[src/hw/promprg_defines.svh]
// Purpose: Constants for the PROM programmer controller
// Assumes: 125 MHz system clock
// Notes:   Timing counts derive from the printed times
`ifndef PROMPRG_DEFINES_SVH
`define PROMPRG_DEFINES_SVH

`define PP_CLK_MHZ          125
`define PP_PULSE_US         100
`define PP_PULSE_CYC        (`PP_PULSE_US * `PP_CLK_MHZ)
`define PP_MAX_PULSES       10
`define PP_SETUP_NS         2000
`define PP_SETUP_CYC        ((`PP_SETUP_NS * `PP_CLK_MHZ + 999) / 1000)
`define PP_ADDR_W           15
`define PP_DATA_W           8
`define PP_ERASED_BYTE      8'hff
`define PP_ID_ADDR_MFG      15'h0200
`define PP_ID_ADDR_DEV      15'h0201

`endif

[src/hw/promprg_pkg.sv]
// Purpose: Types for the PROM programmer controller
// Assumes: Nothing
// Notes:   Commands and supply selects
package promprg_pkg;
    typedef enum logic [1:0] {
        PP_CMD_PROGRAM,
        PP_CMD_FINAL_READ,
        PP_CMD_ID_READ
    } pp_cmd_t;

    typedef enum logic [1:0] {
        PP_SUP_READ,
        PP_SUP_PROGRAM
    } pp_supply_t;
endpackage

[src/hw/promprg_ctrl.sv]
// Purpose: Programmer that drives a 32K x 8 PROM through its pins
// Assumes: Supplies switched by external regulators on our selects
// Notes:   One command at a time; accepted on START_I with READY_O
`timescale 1ns/1ps
`default_nettype none
`include "promprg_defines.svh"
module promprg_ctrl
    import promprg_pkg::*;
#(
    parameter int PULSE_CYC  = `PP_PULSE_CYC,
    parameter int MAX_PULSES = `PP_MAX_PULSES,
    parameter int SETUP_CYC  = `PP_SETUP_CYC
) (
    // Clock and reset
    input  wire logic                   CLK_I,
    input  wire logic                   RST_N_I,
    // Command port
    input  wire logic                   START_I,
    input  wire pp_cmd_t                CMD_I,
    input  wire logic [`PP_ADDR_W-1:0]  ADDR_I,
    input  wire logic [`PP_DATA_W-1:0]  WDATA_I,
    output logic                        READY_O,
    output logic                        DONE_O,
    output logic                        FAIL_O,
    output logic [`PP_DATA_W-1:0]       RDATA_O,
    output logic [`PP_ADDR_W-1:0]       FAIL_ADDR_O,
    output logic [3:0]                  PULSES_O,
    // Device pins
    output logic [`PP_ADDR_W-1:0]       ADDRESS_LINES_O,
    output logic                        ADDRESS_BIT_NINE_HV_O,
    output logic                        CHIP_EN_N_O,
    output logic                        OUT_EN_N_O,
    output logic [`PP_DATA_W-1:0]       DATA_LINES_O,
    output logic                        DATA_LINES_OE_N_O,
    input  wire logic [`PP_DATA_W-1:0]  DATA_LINES_I,
    output pp_supply_t                  SUPPLY_SEL_O
);
    // ------------------------------------------------------------
    // State
    // ------------------------------------------------------------
    typedef enum logic [2:0] {
        ST_IDLE, ST_SETUP, ST_PULSE, ST_VSETUP, ST_VERIFY, ST_RSETUP, ST_READ
    } pp_state_t;

    pp_state_t                  state_reg;
    pp_cmd_t                    cmd_reg;
    logic [`PP_ADDR_W-1:0]      addr_reg;
    logic [`PP_DATA_W-1:0]      data_reg;
    logic [`PP_DATA_W-1:0]      rdata_reg;
    logic [3:0]                 pulses_reg;
    logic                       done_reg;
    logic                       fail_reg;
    logic [`PP_ADDR_W-1:0]      fail_addr_reg;
    logic [`PP_DATA_W-1:0]      din_s1_reg;
    logic [`PP_DATA_W-1:0]      din_s2_reg;

    // Timer shared by pulse and settle waits
    logic                       tmr_load;
    logic [15:0]                tmr_count;
    logic                       tmr_done;

    // Settle covers the two sync flops plus device access time
    localparam logic [15:0] SETUP_LD = 16'(SETUP_CYC);
    localparam logic [15:0] PULSE_LD = 16'(PULSE_CYC);
    localparam logic [3:0]  MAX_LD   = 4'(MAX_PULSES);

    // ------------------------------------------------------------
    // Decode
    // ------------------------------------------------------------
    wire start_ok   = (state_reg == ST_IDLE) && START_I;
    wire id_mode    = (cmd_reg == PP_CMD_ID_READ);
    wire verify_ok  = (din_s2_reg == data_reg);
    wire last_pulse = (pulses_reg >= MAX_LD);
    wire prog_phase = (state_reg == ST_SETUP) || (state_reg == ST_PULSE)
                      || (state_reg == ST_VSETUP) || (state_reg == ST_VERIFY);

    assign tmr_load  = start_ok
                       || (tmr_done && (state_reg == ST_SETUP))
                       || (tmr_done && (state_reg == ST_PULSE))
                       || (tmr_done && (state_reg == ST_VERIFY) && !verify_ok
                           && !last_pulse);
    assign tmr_count = (tmr_done && (state_reg == ST_SETUP)) ? PULSE_LD
                                                             : SETUP_LD;

    promprg_timer #(.W(16)) promprg_timer_inst (
        .clk_i   (CLK_I),
        .rst_n_i (RST_N_I),
        .load_i  (tmr_load),
        .count_i (tmr_count),
        .done_o  (tmr_done)
    );

    // ------------------------------------------------------------
    // Data line synchroniser
    // ------------------------------------------------------------
    always_ff @(posedge CLK_I or negedge RST_N_I)
    begin
        if (!RST_N_I)
        begin
            din_s1_reg <= '0;
            din_s2_reg <= '0;
        end
        else
        begin
            din_s1_reg <= DATA_LINES_I;
            din_s2_reg <= din_s1_reg;
        end
    end

    // ------------------------------------------------------------
    // Sequencer
    // ------------------------------------------------------------
    always_ff @(posedge CLK_I or negedge RST_N_I)
    begin
        if (!RST_N_I)
        begin
            state_reg     <= ST_IDLE;
            cmd_reg       <= PP_CMD_FINAL_READ;
            addr_reg      <= '0;
            data_reg      <= `PP_ERASED_BYTE;
            rdata_reg     <= '0;
            pulses_reg    <= '0;
            done_reg      <= 1'b0;
            fail_reg      <= 1'b0;
            fail_addr_reg <= '0;
        end
        else
        begin
            done_reg <= 1'b0;
            case (state_reg)
                ST_IDLE:
                begin
                    if (START_I)
                    begin
                        // Any address order is accepted per command
                        cmd_reg    <= CMD_I;
                        addr_reg   <= (CMD_I == PP_CMD_ID_READ)
                                      ? {14'h0000, ADDR_I[0]} : ADDR_I;
                        data_reg   <= WDATA_I;
                        pulses_reg <= '0;
                        fail_reg   <= 1'b0;
                        state_reg  <= (CMD_I == PP_CMD_PROGRAM) ? ST_SETUP : ST_RSETUP;
                    end
                end
                ST_SETUP:
                    if (tmr_done)
                    begin
                        pulses_reg <= pulses_reg + 4'h1;
                        state_reg  <= ST_PULSE;
                    end
                ST_PULSE:
                    if (tmr_done)
                        state_reg <= ST_VSETUP;
                ST_VSETUP:
                    state_reg <= ST_VERIFY;
                ST_VERIFY:
                    if (tmr_done)
                    begin
                        rdata_reg <= din_s2_reg;
                        if (verify_ok)
                        begin
                            done_reg  <= 1'b1;
                            state_reg <= ST_IDLE;
                        end
                        else if (last_pulse)
                        begin
                            done_reg      <= 1'b1;
                            fail_reg      <= 1'b1;
                            fail_addr_reg <= addr_reg;
                            state_reg     <= ST_IDLE;
                        end
                        else
                            state_reg <= ST_SETUP;
                    end
                ST_RSETUP:
                    if (tmr_done)
                    begin
                        rdata_reg <= din_s2_reg;
                        done_reg  <= 1'b1;
                        state_reg <= ST_IDLE;
                    end
                default:
                    state_reg <= ST_IDLE;
            endcase
        end
    end

    // ------------------------------------------------------------
    // Pin drive
    // ------------------------------------------------------------
    // Address and data held from SETUP through the pulse
    assign ADDRESS_LINES_O       = addr_reg;
    assign ADDRESS_BIT_NINE_HV_O = !prog_phase && (state_reg != ST_IDLE)
                                   && id_mode;
    // Chip enable low during the pulse and the read settle (ST_RSETUP); high elsewhere inhibits
    assign CHIP_EN_N_O  = (state_reg == ST_PULSE) ? 1'b0
                        : (state_reg == ST_RSETUP) ? 1'b0
                        : 1'b1;
    assign OUT_EN_N_O   = (state_reg == ST_VERIFY) ? 1'b0
                        : (state_reg == ST_RSETUP) ? 1'b0
                        : 1'b1;
    // Only drive data while the device output is off
    assign DATA_LINES_O      = data_reg;
    assign DATA_LINES_OE_N_O = !((state_reg == ST_SETUP)
                               || (state_reg == ST_PULSE));
    assign SUPPLY_SEL_O = prog_phase ? PP_SUP_PROGRAM : PP_SUP_READ;

    // ------------------------------------------------------------
    // Command outputs
    // ------------------------------------------------------------
    // Bits can only go low; a one over a programmed zero always fails
    assign READY_O     = (state_reg == ST_IDLE);
    assign DONE_O      = done_reg;
    assign FAIL_O      = fail_reg;
    assign RDATA_O     = rdata_reg;
    assign FAIL_ADDR_O = fail_addr_reg;
    assign PULSES_O    = pulses_reg;
endmodule // promprg_ctrl
`default_nettype wire

[src/hw/promprg_timer.sv]
// Purpose: Down counter producing a one-cycle done pulse
// Assumes: Single clock, asynchronous active-low reset
// Notes:   Load restarts the count
`timescale 1ns/1ps
`default_nettype none
module promprg_timer #(
    parameter int W = 15
) (
    input  wire logic         clk_i,
    input  wire logic         rst_n_i,
    input  wire logic         load_i,
    input  wire logic [W-1:0] count_i,
    output logic              done_o
);
    logic [W-1:0] cnt_reg;
    logic         run_reg;

    always_ff @(posedge clk_i or negedge rst_n_i)
    begin
        if (!rst_n_i)
        begin
            cnt_reg <= '0;
            run_reg <= 1'b0;
        end
        else if (load_i)
        begin
            cnt_reg <= count_i;
            run_reg <= 1'b1;
        end
        else if (run_reg)
        begin
            cnt_reg <= cnt_reg - 1'b1;
            if (cnt_reg == {{(W-1){1'b0}}, 1'b1})
                run_reg <= 1'b0;
        end
    end

    assign done_o = run_reg && (cnt_reg == {{(W-1){1'b0}}, 1'b1});
endmodule // promprg_timer
`default_nettype wire

[config.mk]
export PLATFORM = sky130hd
export DESIGN_NAME = promprg_ctrl
export DESIGN_NICKNAME = d
export VERILOG_FILES = /design/src/hw/promprg_pkg.sv /design/src/hw/promprg_ctrl.sv /design/src/hw/promprg_timer.sv
export VERILOG_INCLUDE_DIRS = /design/src /design/src/hw
export SDC_FILE = /design/constraint.sdc
export NUM_CORES = 1
export LEC_CHECK = 0
export BUFFER_PORTS_ARGS = -buffer_cell sky130_fd_sc_hd__clkbuf_2
export CORE_MARGIN = 4
export CORE_UTILIZATION = 57
export DETAILED_ROUTE_END_ITERATION = 12
export PLACE_DENSITY = 0.9
export RECOVER_POWER = 50
export SYNTH_ARGS = -nofsm -noshare
export SYNTH_HDL_FRONTEND = slang
export SYNTH_HIERARCHICAL = 1
export SYNTH_SLANG_ARGS = --single-unit
export TNS_END_PERCENT = 1
[constraint.sdc]
create_clock -name CLK_I -period 5.55 [get_ports CLK_I]
set_clock_uncertainty 0.2 [all_clocks]
set_input_delay 1.11 -clock CLK_I [delete_from_list [all_inputs] [get_ports CLK_I]]
set_output_delay 1.11 -clock CLK_I [all_outputs]
set_load 0.1 [all_outputs]
* After elaboration in Yosys (flattened, before gate mapping)
Index checks and enable logic that the tools add are counted.
** Operators by class
- Add/subtract/negate cells :: 2
- Order comparisons :: 1
- Equal/unequal tests :: 16
- Multiplexer cells :: 33
- Bitwise logic cells :: 1
- Reduce and logical (&&, ||, !) cells :: 32
** Operators with widths (count)
- 2-to-1 mux 16 bit :: 2
- 2-to-1 mux 3 bit :: 6
- one-hot mux 3 bit (6 select lines) :: 1
- 2-to-1 mux 1 bit :: 17
- equality test 16 x 1 -> 1 bit, second input constant :: 1
- subtractor 16 x 1 -> 16 bit, second input constant :: 1
- 2-to-1 mux 15 bit :: 1
- 2-to-1 mux 14 bit :: 1
- != test 2 bit, second input constant :: 7
- AND reduction 5 bit :: 2
- logical AND 1 bit :: 9
- equality test 8 bit :: 1
- 2-to-1 mux 4 bit :: 2
- one-hot mux 4 bit (2 select lines) :: 1
- equality test 3 x 2 -> 1 bit, second input constant :: 2
- equality test 3 bit, second input constant :: 2
- logical OR 1 bit :: 6
- nonzero test 2 bit :: 3
- adder 4 x 1 -> 4 bit, second input constant :: 1
- equality test 2 bit, second input constant :: 2
- greater-or-equal comparator 4 bit, second input constant :: 1
- logical NOT 1 bit :: 4
- one-hot mux 1 bit (2 select lines) :: 2
- AND reduction 2 bit :: 2
- other kinds (8) :: 8
** Storage, ports and cells
- Register bits after elaboration :: 90
- Bits of input ports :: 36
- Output and inout bits :: 59
- Word-level logic and storage cells :: 98

* Longest topological paths before layout
Gate-level depths: netlist of run 1.
- Depth after elaboration :: 7
- Mapped depth :: 13
- Depth with buffers taken out :: 12

* Modules after synthesis
The synthesis of run 1 kept the hierarchy.
** By module, submodules not included
- promprg_ctrl :: times used 1, cells an instance 256, area each 2987.9 um^2, sequential area each 1838.0 um^2
- promprg_timer :: times used 1, cells an instance 106, area each 974.7 um^2, sequential area each 425.4 um^2

* Worst setup path before layout of run 1
OpenSTA, ideal clock, no wires.
- Path type :: register -> output
- Start :: register state_reg[2]
- End :: output ADDRESS_BIT_NINE_HV_O
- Arrival :: 2830 ps
- Data required time :: 4240 ps
- Slack :: 1410 ps
- Cell stages (with the launch flop) :: 5
- Buffers on the path :: 2
- Cells stage by stage :: dfrtp_1 > buf_2 > clkbuf_1 > nand2_1 > nor3_1
** On the way
- Word-level cells in the longest chain between the ends :: 7
- Elaborated cells between the ends (all ways) :: 11
- Those cells by class :: eq/ne (4); reduce/logical (7)
** Ends and longest elaborated chain
- from (decl) :: line promprg_ctrl.sv:45 : pp_state_t state_reg;
- from (signal assigned) :: line promprg_ctrl.sv:142 : state_reg <= (CMD_I == PP_CMD_PROGRAM) ? ST_SETUP : ST_RSETUP;
- equality test 3 x 1 -> 1 bit / equality test 3 x 2 -> 1 bit (equally long branches) :: line promprg_ctrl.sv:74 : wire prog_phase = (state_reg == ST_SETUP) || (state_reg == ST_PULSE)
- logical OR 1 bit :: line promprg_ctrl.sv:74
- logical OR 1 bit (2 in series) :: line promprg_ctrl.sv:75 : || (state_reg == ST_VSETUP) || (state_reg == ST_VERIFY);
- logical NOT 1 bit :: line promprg_ctrl.sv:193 : assign ADDRESS_BIT_NINE_HV_O = !prog_phase && (state_reg != ST_IDLE)
- logical AND 1 bit * :: line promprg_ctrl.sv:193
- logical AND 1 bit * :: line promprg_ctrl.sv:194 : && id_mode;
- to (decl) :: line promprg_ctrl.sv:30 : output logic ADDRESS_BIT_NINE_HV_O,
Mark *: on every way between the ends. The rest lies on a longest branch, timed or not.

* Worst setup path after layout of run 1
- Start :: register promprg_timer_inst.cnt_reg[4]
- End :: register fail_addr_reg[1] (netlist: FAIL_ADDR_O[1])
** On the way
- Word-level cells in the longest chain between the ends :: 3
** Ends and longest elaborated chain
- from (decl) :: line promprg_timer.sv:15 : logic [W-1:0] cnt_reg;
- from (signal assigned) :: line promprg_timer.sv:27 : cnt_reg <= count_i;
- from (signal assigned) :: line promprg_timer.sv:32 : cnt_reg <= cnt_reg - 1'b1;
- equality test 16 x 1 -> 1 bit :: line promprg_timer.sv:38 : assign done_o = run_reg && (cnt_reg == {{(W-1){1'b0}}, 1'b1});
- logical AND 1 bit :: line promprg_timer.sv:38
- named net tmr_done :: line promprg_ctrl.sv:60 : logic tmr_done;
- AND reduction 4 bit (no source line)
- to (signal assigned) :: line promprg_ctrl.sv:169 : fail_addr_reg <= addr_reg;
- to (decl) :: line promprg_ctrl.sv:53 : logic [`PP_ADDR_W-1:0] fail_addr_reg;
The timed path passes the listed nets, and every way through them passes these cells.
A chain may end at the register's enable or synchronous reset.

==> results of run 1 <==
worst max-delay path: cells and delay by family, from the launching register on:
family          cells  cell delay, ns
simple gates        6            2.92
flops               1            0.43
mux                 1            0.40
compound gates      1            0.50
logic make-up (layout without fill, tap and decap cells):
group	Yosys count	count (layout)
adder cells (fa/ha/maj)	4	4
buffers and inverters	28	121
XOR/XNOR	23	23
multiplexers	25	25
flip-flops	90	90
AO/OA/AOI/OAI	39	39
AND/OR/NAND/NOR	151	151
other	2	11
through the flow:
step	cells	hold WS, ns	setup WS, ns	total power [mW]
after floorplan	371	0.131	1.41	0.983
after global placement	528	0.133	1.81	1.04
after detailed placement	528	0.135	1.61	1.06
after CTS	544	0.155	1.57	1.51
after global routing	544	0.157	0.702	1.56
final	544	0.154	0.974	1.49
cells in the final DEF (no fill, tap or decap), types with 10 or more instances in the layout:
| cell type | instances |
|---|---|
| mux2_2 | 12 |
| conb_1 | 11 |
| mux2_4 | 10 |
| o21ai_0 | 18 |
| nand3_1 | 16 |
| xor2_1 | 17 |
| nor2_1 | 14 |
| clkbuf_2 | 93 |
| dfrtp_1 | 81 |
| nand2_1 | 85 |
power breakdown:
group          switching [mW]  internal [mW]  leakage, nW
clock network           0.231          0.211       0.0901
registers              0.0629          0.718         1.11
logic                   0.182         0.0807         1.17
per-layer routing:
layer / track usage [%] / vias up / wire (µm)
li1: - / 1394 / -
met1: 28.8 / 1434 / 3730
met2: 34.6 / 103 / 4150
met3: 5.97 / 12 / 537
met4: 7.66 / 0 / 88
met5: 0 / - / 0
final cells by class:
class                   instances  area [µm²]
repair buffers                 95         480
multi-input cells             253        1590
clock buffers                  11         131
flip-flops and latches         90        2260
clock inverters                 5        62.6
well taps                      80         100
fillers                       502        2090
inverters                      10        37.5
worst paths after layout:
check	cells after the start	slack, ns	end	from
setup / recovery	8	0.97	FAIL_ADDR_O[1]	promprg_timer_inst/cnt_reg[4]
hold / removal	0	0.15	din_s2_reg[1]	din_s1_reg[1]
setup reg to reg	8	0.97	FAIL_ADDR_O[1]	promprg_timer_inst/cnt_reg[4]
hold reg to reg	0	0.15	din_s2_reg[1]	din_s1_reg[1]
max in group asynchronous	1	2.71	promprg_timer_inst/cnt_reg[2]	RST_N_I
min in group asynchronous	1	1.18	FAIL_ADDR_O[6]	RST_N_I
==> flow_results.xml, run 1 <==
<?xml version="1.0" encoding="UTF-8"?>
<metrics>
  <group name="sta">
    <metric name="slew_viol_final" unit="">91</metric>
    <metric name="slew_headroom" unit="%">-42.7</metric>
    <metric name="setup_total_negative_slack" unit="ns">0</metric>
    <metric name="max_slew.worst_pin.slew" unit="ns">2.14</metric>
    <metric name="grt_setup_unrepaired" unit="">no</metric>
    <metric name="finalCritPeriodShare" unit="%">82.5</metric>
    <metric name="setup-violations-final" unit="">0</metric>
    <metric name="period_minus_slack" unit="ns">4.58</metric>
    <metric name="hold_violations" unit="">0</metric>
    <metric name="max_freq" unit="MHz">219</metric>
  </group>
  <group name="place">
    <metric name="dpl_cell_area" unit="mm²">0.00449</metric>
    <metric name="place_congestion" unit="">0.775</metric>
    <metric name="io_buffer_count" unit="">93</metric>
    <metric name="final_hpwl_from_detailed_placement" unit="mm">6.04</metric>
  </group>
  <group name="grt">
    <metric name="grt_max_degree" unit="">91</metric>
    <metric name="globalRouteOverflowTotal" unit="">0</metric>
    <metric name="antenna_found_initial" unit="">0</metric>
    <metric name="grt_first_pass_wirelength" unit="mm">14.6</metric>
    <metric name="via_count_of_the_first_global_routing_pass" unit="">3021</metric>
    <metric name="grt_util_all_layers" unit="%">21.8</metric>
  </group>
  <group name="clock_network">
    <metric name="postCtsHoldBufs" unit="">0</metric>
    <metric name="tritoncts" unit="">built</metric>
    <metric name="ctsLongestPathBuffers" unit="">2</metric>
    <metric name="clkLatencyLatePin" unit="ns">0.35</metric>
    <metric name="cts_setup_buffers" unit="">0</metric>
    <metric name="cts_inserted_buffers" unit="">9</metric>
    <metric name="tritoncts_num_sinks" unit="">90</metric>
    <metric name="clock_tree.htree_level_count" unit="">3</metric>
    <metric name="ctsRootBufferMaster" unit="">clkbuf_8</metric>
    <metric name="postCtsResizedCells" unit="">0</metric>
    <metric name="clkSlewWorstSetupHoldPaths" unit="ns">0.10</metric>
  </group>
  <group name="synth">
    <metric name="asyncSetResetFlopFracSynth" unit="%">100</metric>
    <metric name="leading_area_contributor_after_synthesis" unit="">dfrtp_1</metric>
    <metric name="post_synth_most_frequent_cells" unit="">85 x nand2_1, 81 x dfrtp_1, 19 x o21ai_0</metric>
    <metric name="post_synth_xor_area_fraction" unit="%">5.08</metric>
    <metric name="yosysMostFrequentCell" unit="">nand2_1</metric>
    <metric name="synthCells" unit="">362</metric>
    <metric name="post_synth_fa_ha_maj_area_fraction" unit="%">1.26</metric>
    <metric name="synth_top_cells_by_area" unit="">dfrtp_1 51%, nand2_1 8.1%, dfstp_2 6.0%</metric>
    <metric name="synth-main-ff-cell" unit="">dfrtp_1</metric>
    <metric name="synth.avg_cell_area" unit="µm²">10.9</metric>
    <metric name="synth_compound_area_share" unit="%">5.94</metric>
    <metric name="seq_area_frac_synth" unit="%">57.1</metric>
    <metric name="synth_enable_flop_cells" unit="">0</metric>
    <metric name="synth_top_family_by_area" unit="">simple AND/OR/NAND/NOR gates</metric>
    <metric name="synth_mux_area_share" unit="%">7.99</metric>
    <metric name="ys_ff_latch" unit="">90</metric>
    <metric name="post_synth_instance_area" unit="mm²">0.00396</metric>
    <metric name="fraction_of_synthesized_cell_area_taken_by_the_top_area_cell_type" unit="%">51.2</metric>
    <metric name="synth_simple_gate_area_share" unit="%">19.0</metric>
    <metric name="yosysUniqueCellTypes" unit="">51</metric>
    <metric name="synth-warning-count" unit="">6</metric>
  </group>
  <group name="setup_path">
    <metric name="worst_path_fanout_max" unit="">15</metric>
    <metric name="crit_arrival" unit="ns">4.62</metric>
    <metric name="worstPathCellList" unit="">nor4_1 &gt; nand4_2 &gt; nor4b_2 &gt; and2_1 &gt; nand3b_1 &gt; or3_4 &gt; a21oi_4 &gt; mux2_2</metric>
    <metric name="crit_path_max_incr_delay" unit="ns">1.05</metric>
    <metric name="timing.setup.critical_path_class" unit="">flip-flop to flip-flop</metric>
    <metric name="worstSetupEndpointType" unit="">flip-flop</metric>
    <metric name="critPathRequiredTime" unit="ns">5.60</metric>
    <metric name="crit_slowest_cell" unit="">nor4_1</metric>
    <metric name="critical_path.startpoint_type" unit="">flip-flop</metric>
  </group>
  <group name="drt">
    <metric name="firstDrtPassIters" unit="">4</metric>
    <metric name="routed_wl" unit="mm">8.51</metric>
    <metric name="wire_per_inst" unit="µm">15.6</metric>
    <metric name="via_count" unit="">2943</metric>
    <metric name="drt_iter0_markers" unit="">217</metric>
    <metric name="drc" unit="">0</metric>
    <metric name="post_drt_via_cell_ratio" unit="">5.41</metric>
    <metric name="number_of_antenna_violating_nets_in_the_routed_design" unit="">0</metric>
  </group>
  <group name="die">
    <metric name="core_area" unit="mm²">0.00676</metric>
    <metric name="die_area" unit="mm²">0.00835</metric>
    <metric name="placementRows" unit="">30</metric>
    <metric name="floorplan.die.height" unit="µm">91.4</metric>
    <metric name="die_w" unit="µm">91.4</metric>
    <metric name="ioPinCount" unit="">95</metric>
    <metric name="initial_standard_cell_utilization_of_the_core" unit="%">58.6</metric>
  </group>
  <group name="job">
    <metric name="timing.max_cap.violations" unit="">1</metric>
  </group>
  <group name="power">
    <metric name="static-leakage-power" unit="nW">2.36</metric>
    <metric name="powerDensity" unit="mW/mm²">319</metric>
    <metric name="max-vdd-ir-drop" unit="mV">0.230</metric>
  </group>
  <group name="worst_hold_path">
    <metric name="tightest_hold_check_type" unit="">flip-flop to flip-flop</metric>
  </group>
  <group name="final_layout">
    <metric name="drive_above_1_share" unit="%">32.3</metric>
    <metric name="areaGrowthSynthToFinish" unit="%">17.7</metric>
    <metric name="num_antenna_cells" unit="">0</metric>
    <metric name="max_reg_flops" unit="">16</metric>
    <metric name="nNetsFinal" unit="">499</metric>
    <metric name="postLayoutCellArea" unit="mm²">0.00466</metric>
    <metric name="utilization" unit="%">69.0</metric>
  </group>
  <group name="run_status">
    <metric name="violated_checks" unit="">capacitance limit, slew limit</metric>
    <metric name="outcome" unit="">finished, violations left</metric>
  </group>
</metrics>
Power figures use the tool's default switching activity.
==> inputs of run 2 (changes only) <==
--- a/config.mk
+++ b/config.mk
@@ -8,9 +8,9 @@
 export LEC_CHECK = 0
 export BUFFER_PORTS_ARGS = -buffer_cell sky130_fd_sc_hd__clkbuf_2
 export CORE_MARGIN = 4
-export CORE_UTILIZATION = 57
+export CORE_UTILIZATION = 48
 export DETAILED_ROUTE_END_ITERATION = 12
-export PLACE_DENSITY = 0.9
+export PLACE_DENSITY = 0.82
 export RECOVER_POWER = 50
 export SYNTH_ARGS = -nofsm -noshare
 export SYNTH_HDL_FRONTEND = slang
==> constraint.sdc (replaced) <==
create_clock -name CLK_I -period 3.8 [get_ports CLK_I]
set_clock_uncertainty 0.2 [all_clocks]
set_input_delay 0.76 -clock CLK_I [delete_from_list [all_inputs] [get_ports CLK_I]]
set_output_delay 0.76 -clock CLK_I [all_outputs]
set_load 0.1 [all_outputs]
==> flow_results.xml, run 2 (synthesis gave the netlist of run 1 again) <==
<?xml version="1.0" encoding="UTF-8"?>
<metrics>
  <group name="drt">
    <metric name="wire_per_inst" unit="µm">14.9</metric>
    <metric name="post_drt_via_cell_ratio" unit="">5.12</metric>
    <metric name="via_count" unit="">2926</metric>
    <metric name="drt_iter0_markers" unit="">167</metric>
    <metric name="firstDrtPassIters" unit="">4</metric>
    <metric name="drc" unit="">0</metric>
    <metric name="number_of_antenna_violating_nets_in_the_routed_design" unit="">0</metric>
    <metric name="routed_wl" unit="mm">8.51</metric>
  </group>
  <group name="setup_path">
    <metric name="worstPathCellList" unit="">nor4_4 &gt; nand4_2 &gt; nor4b_2 &gt; and2_1 &gt; nand3b_1 &gt; or3_4 &gt; a21oi_4 &gt; buf_4 &gt; mux2_2</metric>
    <metric name="worst_path_fanout_max" unit="">15</metric>
    <metric name="crit_arrival" unit="ns">3.46</metric>
    <metric name="timing.setup.critical_path_class" unit="">flip-flop to flip-flop</metric>
    <metric name="critPathTopFamily" unit="">simple AND/OR/NAND/NOR gates</metric>
    <metric name="rr_worst_depth" unit="">9</metric>
    <metric name="crit_slowest_cell" unit="">nor4_4</metric>
    <metric name="worst-path-buf-inv" unit="">1</metric>
    <metric name="critical_path.startpoint_type" unit="">flip-flop</metric>
    <metric name="worstSetupEndpointType" unit="">flip-flop</metric>
    <metric name="crit_path_max_incr_delay" unit="ns">0.51</metric>
    <metric name="critical_path_depth" unit="">9</metric>
    <metric name="critPathRequiredTime" unit="ns">3.85</metric>
  </group>
  <group name="clock_network">
    <metric name="cts_inserted_buffers" unit="">9</metric>
    <metric name="postCtsHoldBufs" unit="">0</metric>
    <metric name="tritoncts" unit="">built</metric>
    <metric name="clock_tree.htree_level_count" unit="">3</metric>
    <metric name="postCtsResizedCells" unit="">0</metric>
    <metric name="cts_setup_buffers" unit="">0</metric>
    <metric name="tritoncts_num_sinks" unit="">90</metric>
    <metric name="clkSlewWorstSetupHoldPaths" unit="ns">0.09</metric>
    <metric name="clkLatencyLatePin" unit="ns">0.35</metric>
    <metric name="ctsLongestPathBuffers" unit="">2</metric>
    <metric name="ctsRootBufferMaster" unit="">clkbuf_8</metric>
  </group>
  <group name="die">
    <metric name="die_w" unit="µm">98.9</metric>
    <metric name="floorplan.die.height" unit="µm">98.9</metric>
    <metric name="die_area" unit="mm²">0.00977</metric>
    <metric name="core_area" unit="mm²">0.00789</metric>
    <metric name="initial_standard_cell_utilization_of_the_core" unit="%">50.2</metric>
    <metric name="placementRows" unit="">32</metric>
    <metric name="ioPinCount" unit="">95</metric>
  </group>
  <group name="sta">
    <metric name="slew_viol_final" unit="">0</metric>
    <metric name="finalCritPeriodShare" unit="%">89.8</metric>
    <metric name="setup_total_negative_slack" unit="ns">0</metric>
    <metric name="max_freq" unit="MHz">293</metric>
    <metric name="grt_setup_unrepaired" unit="">no</metric>
    <metric name="hold_violations" unit="">0</metric>
    <metric name="max_slew.worst_pin.slew" unit="ns">1.33</metric>
    <metric name="setup-violations-final" unit="">0</metric>
    <metric name="period_minus_slack" unit="ns">3.41</metric>
    <metric name="slew_headroom" unit="%">11.4</metric>
  </group>
  <group name="run_status">
    <metric name="outcome" unit="">completed</metric>
  </group>
  <group name="final_layout">
    <metric name="final_cell_mix" unit="">85 x nand2_1, 81 x dfrtp_1, 80 x clkbuf_2</metric>
    <metric name="final_common_cell" unit="">nand2_1</metric>
    <metric name="max_reg_flops" unit="">16</metric>
    <metric name="num_antenna_cells" unit="">0</metric>
    <metric name="areaGrowthSynthToFinish" unit="%">19.7</metric>
    <metric name="nNetsFinal" unit="">504</metric>
    <metric name="drive_above_1_share" unit="%">30.3</metric>
  </group>
  <group name="place">
    <metric name="place_congestion" unit="">0.842</metric>
    <metric name="io_buffer_count" unit="">93</metric>
    <metric name="final_hpwl_from_detailed_placement" unit="mm">6.22</metric>
  </group>
  <group name="grt">
    <metric name="grt_first_pass_wirelength" unit="mm">14.4</metric>
    <metric name="globalRouteOverflowTotal" unit="">0</metric>
    <metric name="grt_util_all_layers" unit="%">18.3</metric>
    <metric name="via_count_of_the_first_global_routing_pass" unit="">2915</metric>
    <metric name="antenna_found_initial" unit="">0</metric>
    <metric name="grt_max_degree" unit="">57</metric>
  </group>
  <group name="worst_hold_path">
    <metric name="worst_hold_path.num_cells" unit="">0</metric>
    <metric name="tightest_hold_check_type" unit="">flip-flop to flip-flop</metric>
  </group>
  <group name="power">
    <metric name="powerDensity" unit="mW/mm²">471</metric>
    <metric name="max-vdd-ir-drop" unit="mV">0.321</metric>
    <metric name="static-leakage-power" unit="nW">2.36</metric>
    <metric name="total_power" unit="mW">2.23</metric>
  </group>
  <group name="job">
    <metric name="timing.max_cap.violations" unit="">0</metric>
  </group>
</metrics>
[run 2: final cells by class]
type                            instances  area (µm²)
Inverter                               10        37.5
Timing Repair Buffer                  100         494
Multi-Input combinational cell        253        1600
Clock buffer                           10         128
Tap cell                              102         128
Clock inverter                          6        90.1
Sequential cell                        90        2260
Fill cell                             666        3140
[run 2: worst reg2reg max path, stage by stage (launching register included)]
cell	delay, ns
dfrtp_1	0.45
nor4_4	0.51
nand4_2	0.22
nor4b_2	0.29
and2_1	0.30
nand3b_1	0.16
or3_4	0.41
a21oi_4	0.11
buf_4	0.28
mux2_2	0.37
[run 2: path summary, 6_finish.rpt]
kind | start | endpoint | slack, ns
worst max-delay path | promprg_timer_inst/cnt_reg[4] | FAIL_ADDR_O[2] | 0.39
worst min-delay path | din_s1_reg[2] | din_s2_reg[2] | 0.15
worst max register to register | promprg_timer_inst/cnt_reg[4] | FAIL_ADDR_O[2] | 0.39
worst min register to register | din_s1_reg[2] | din_s2_reg[2] | 0.15
max in group asynchronous | RST_N_I | state_reg[2] | 1.36
min in group asynchronous | RST_N_I | FAIL_ADDR_O[2] | 0.49
[run 2: report_power, final]
part / leakage, nW / switching, mW / internal (mW)
combinational: 1.14 / 0.256 / 0.122
sequential: 1.11 / 0.0999 / 1.05
clock: 0.107 / 0.334 / 0.373
[run 2: per-layer routing]
layer | track usage (%) | part of all wire, %
met3 | 5.24 | 6.8
met4 | 5.46 | 1.2
met5 | 0 | 0
met1 | 24.0 | 45
met2 | 29.7 | 47
[run 2: metrics by stage]
step                instances  cell area, µm²  hold WS, ns  utilization (%)  setup slack (ns)
CTS                       571            4770        0.156             60.5             0.404
global route              571            4740        0.167             60.1             0.154
detailed placement        555            4550        0.136             57.7             0.428
floorplan                 371            4000        0.131                -            0.0102
finish                    571            4740        0.153             60.1             0.389
global placement          555            4550        0.132             57.7             0.575
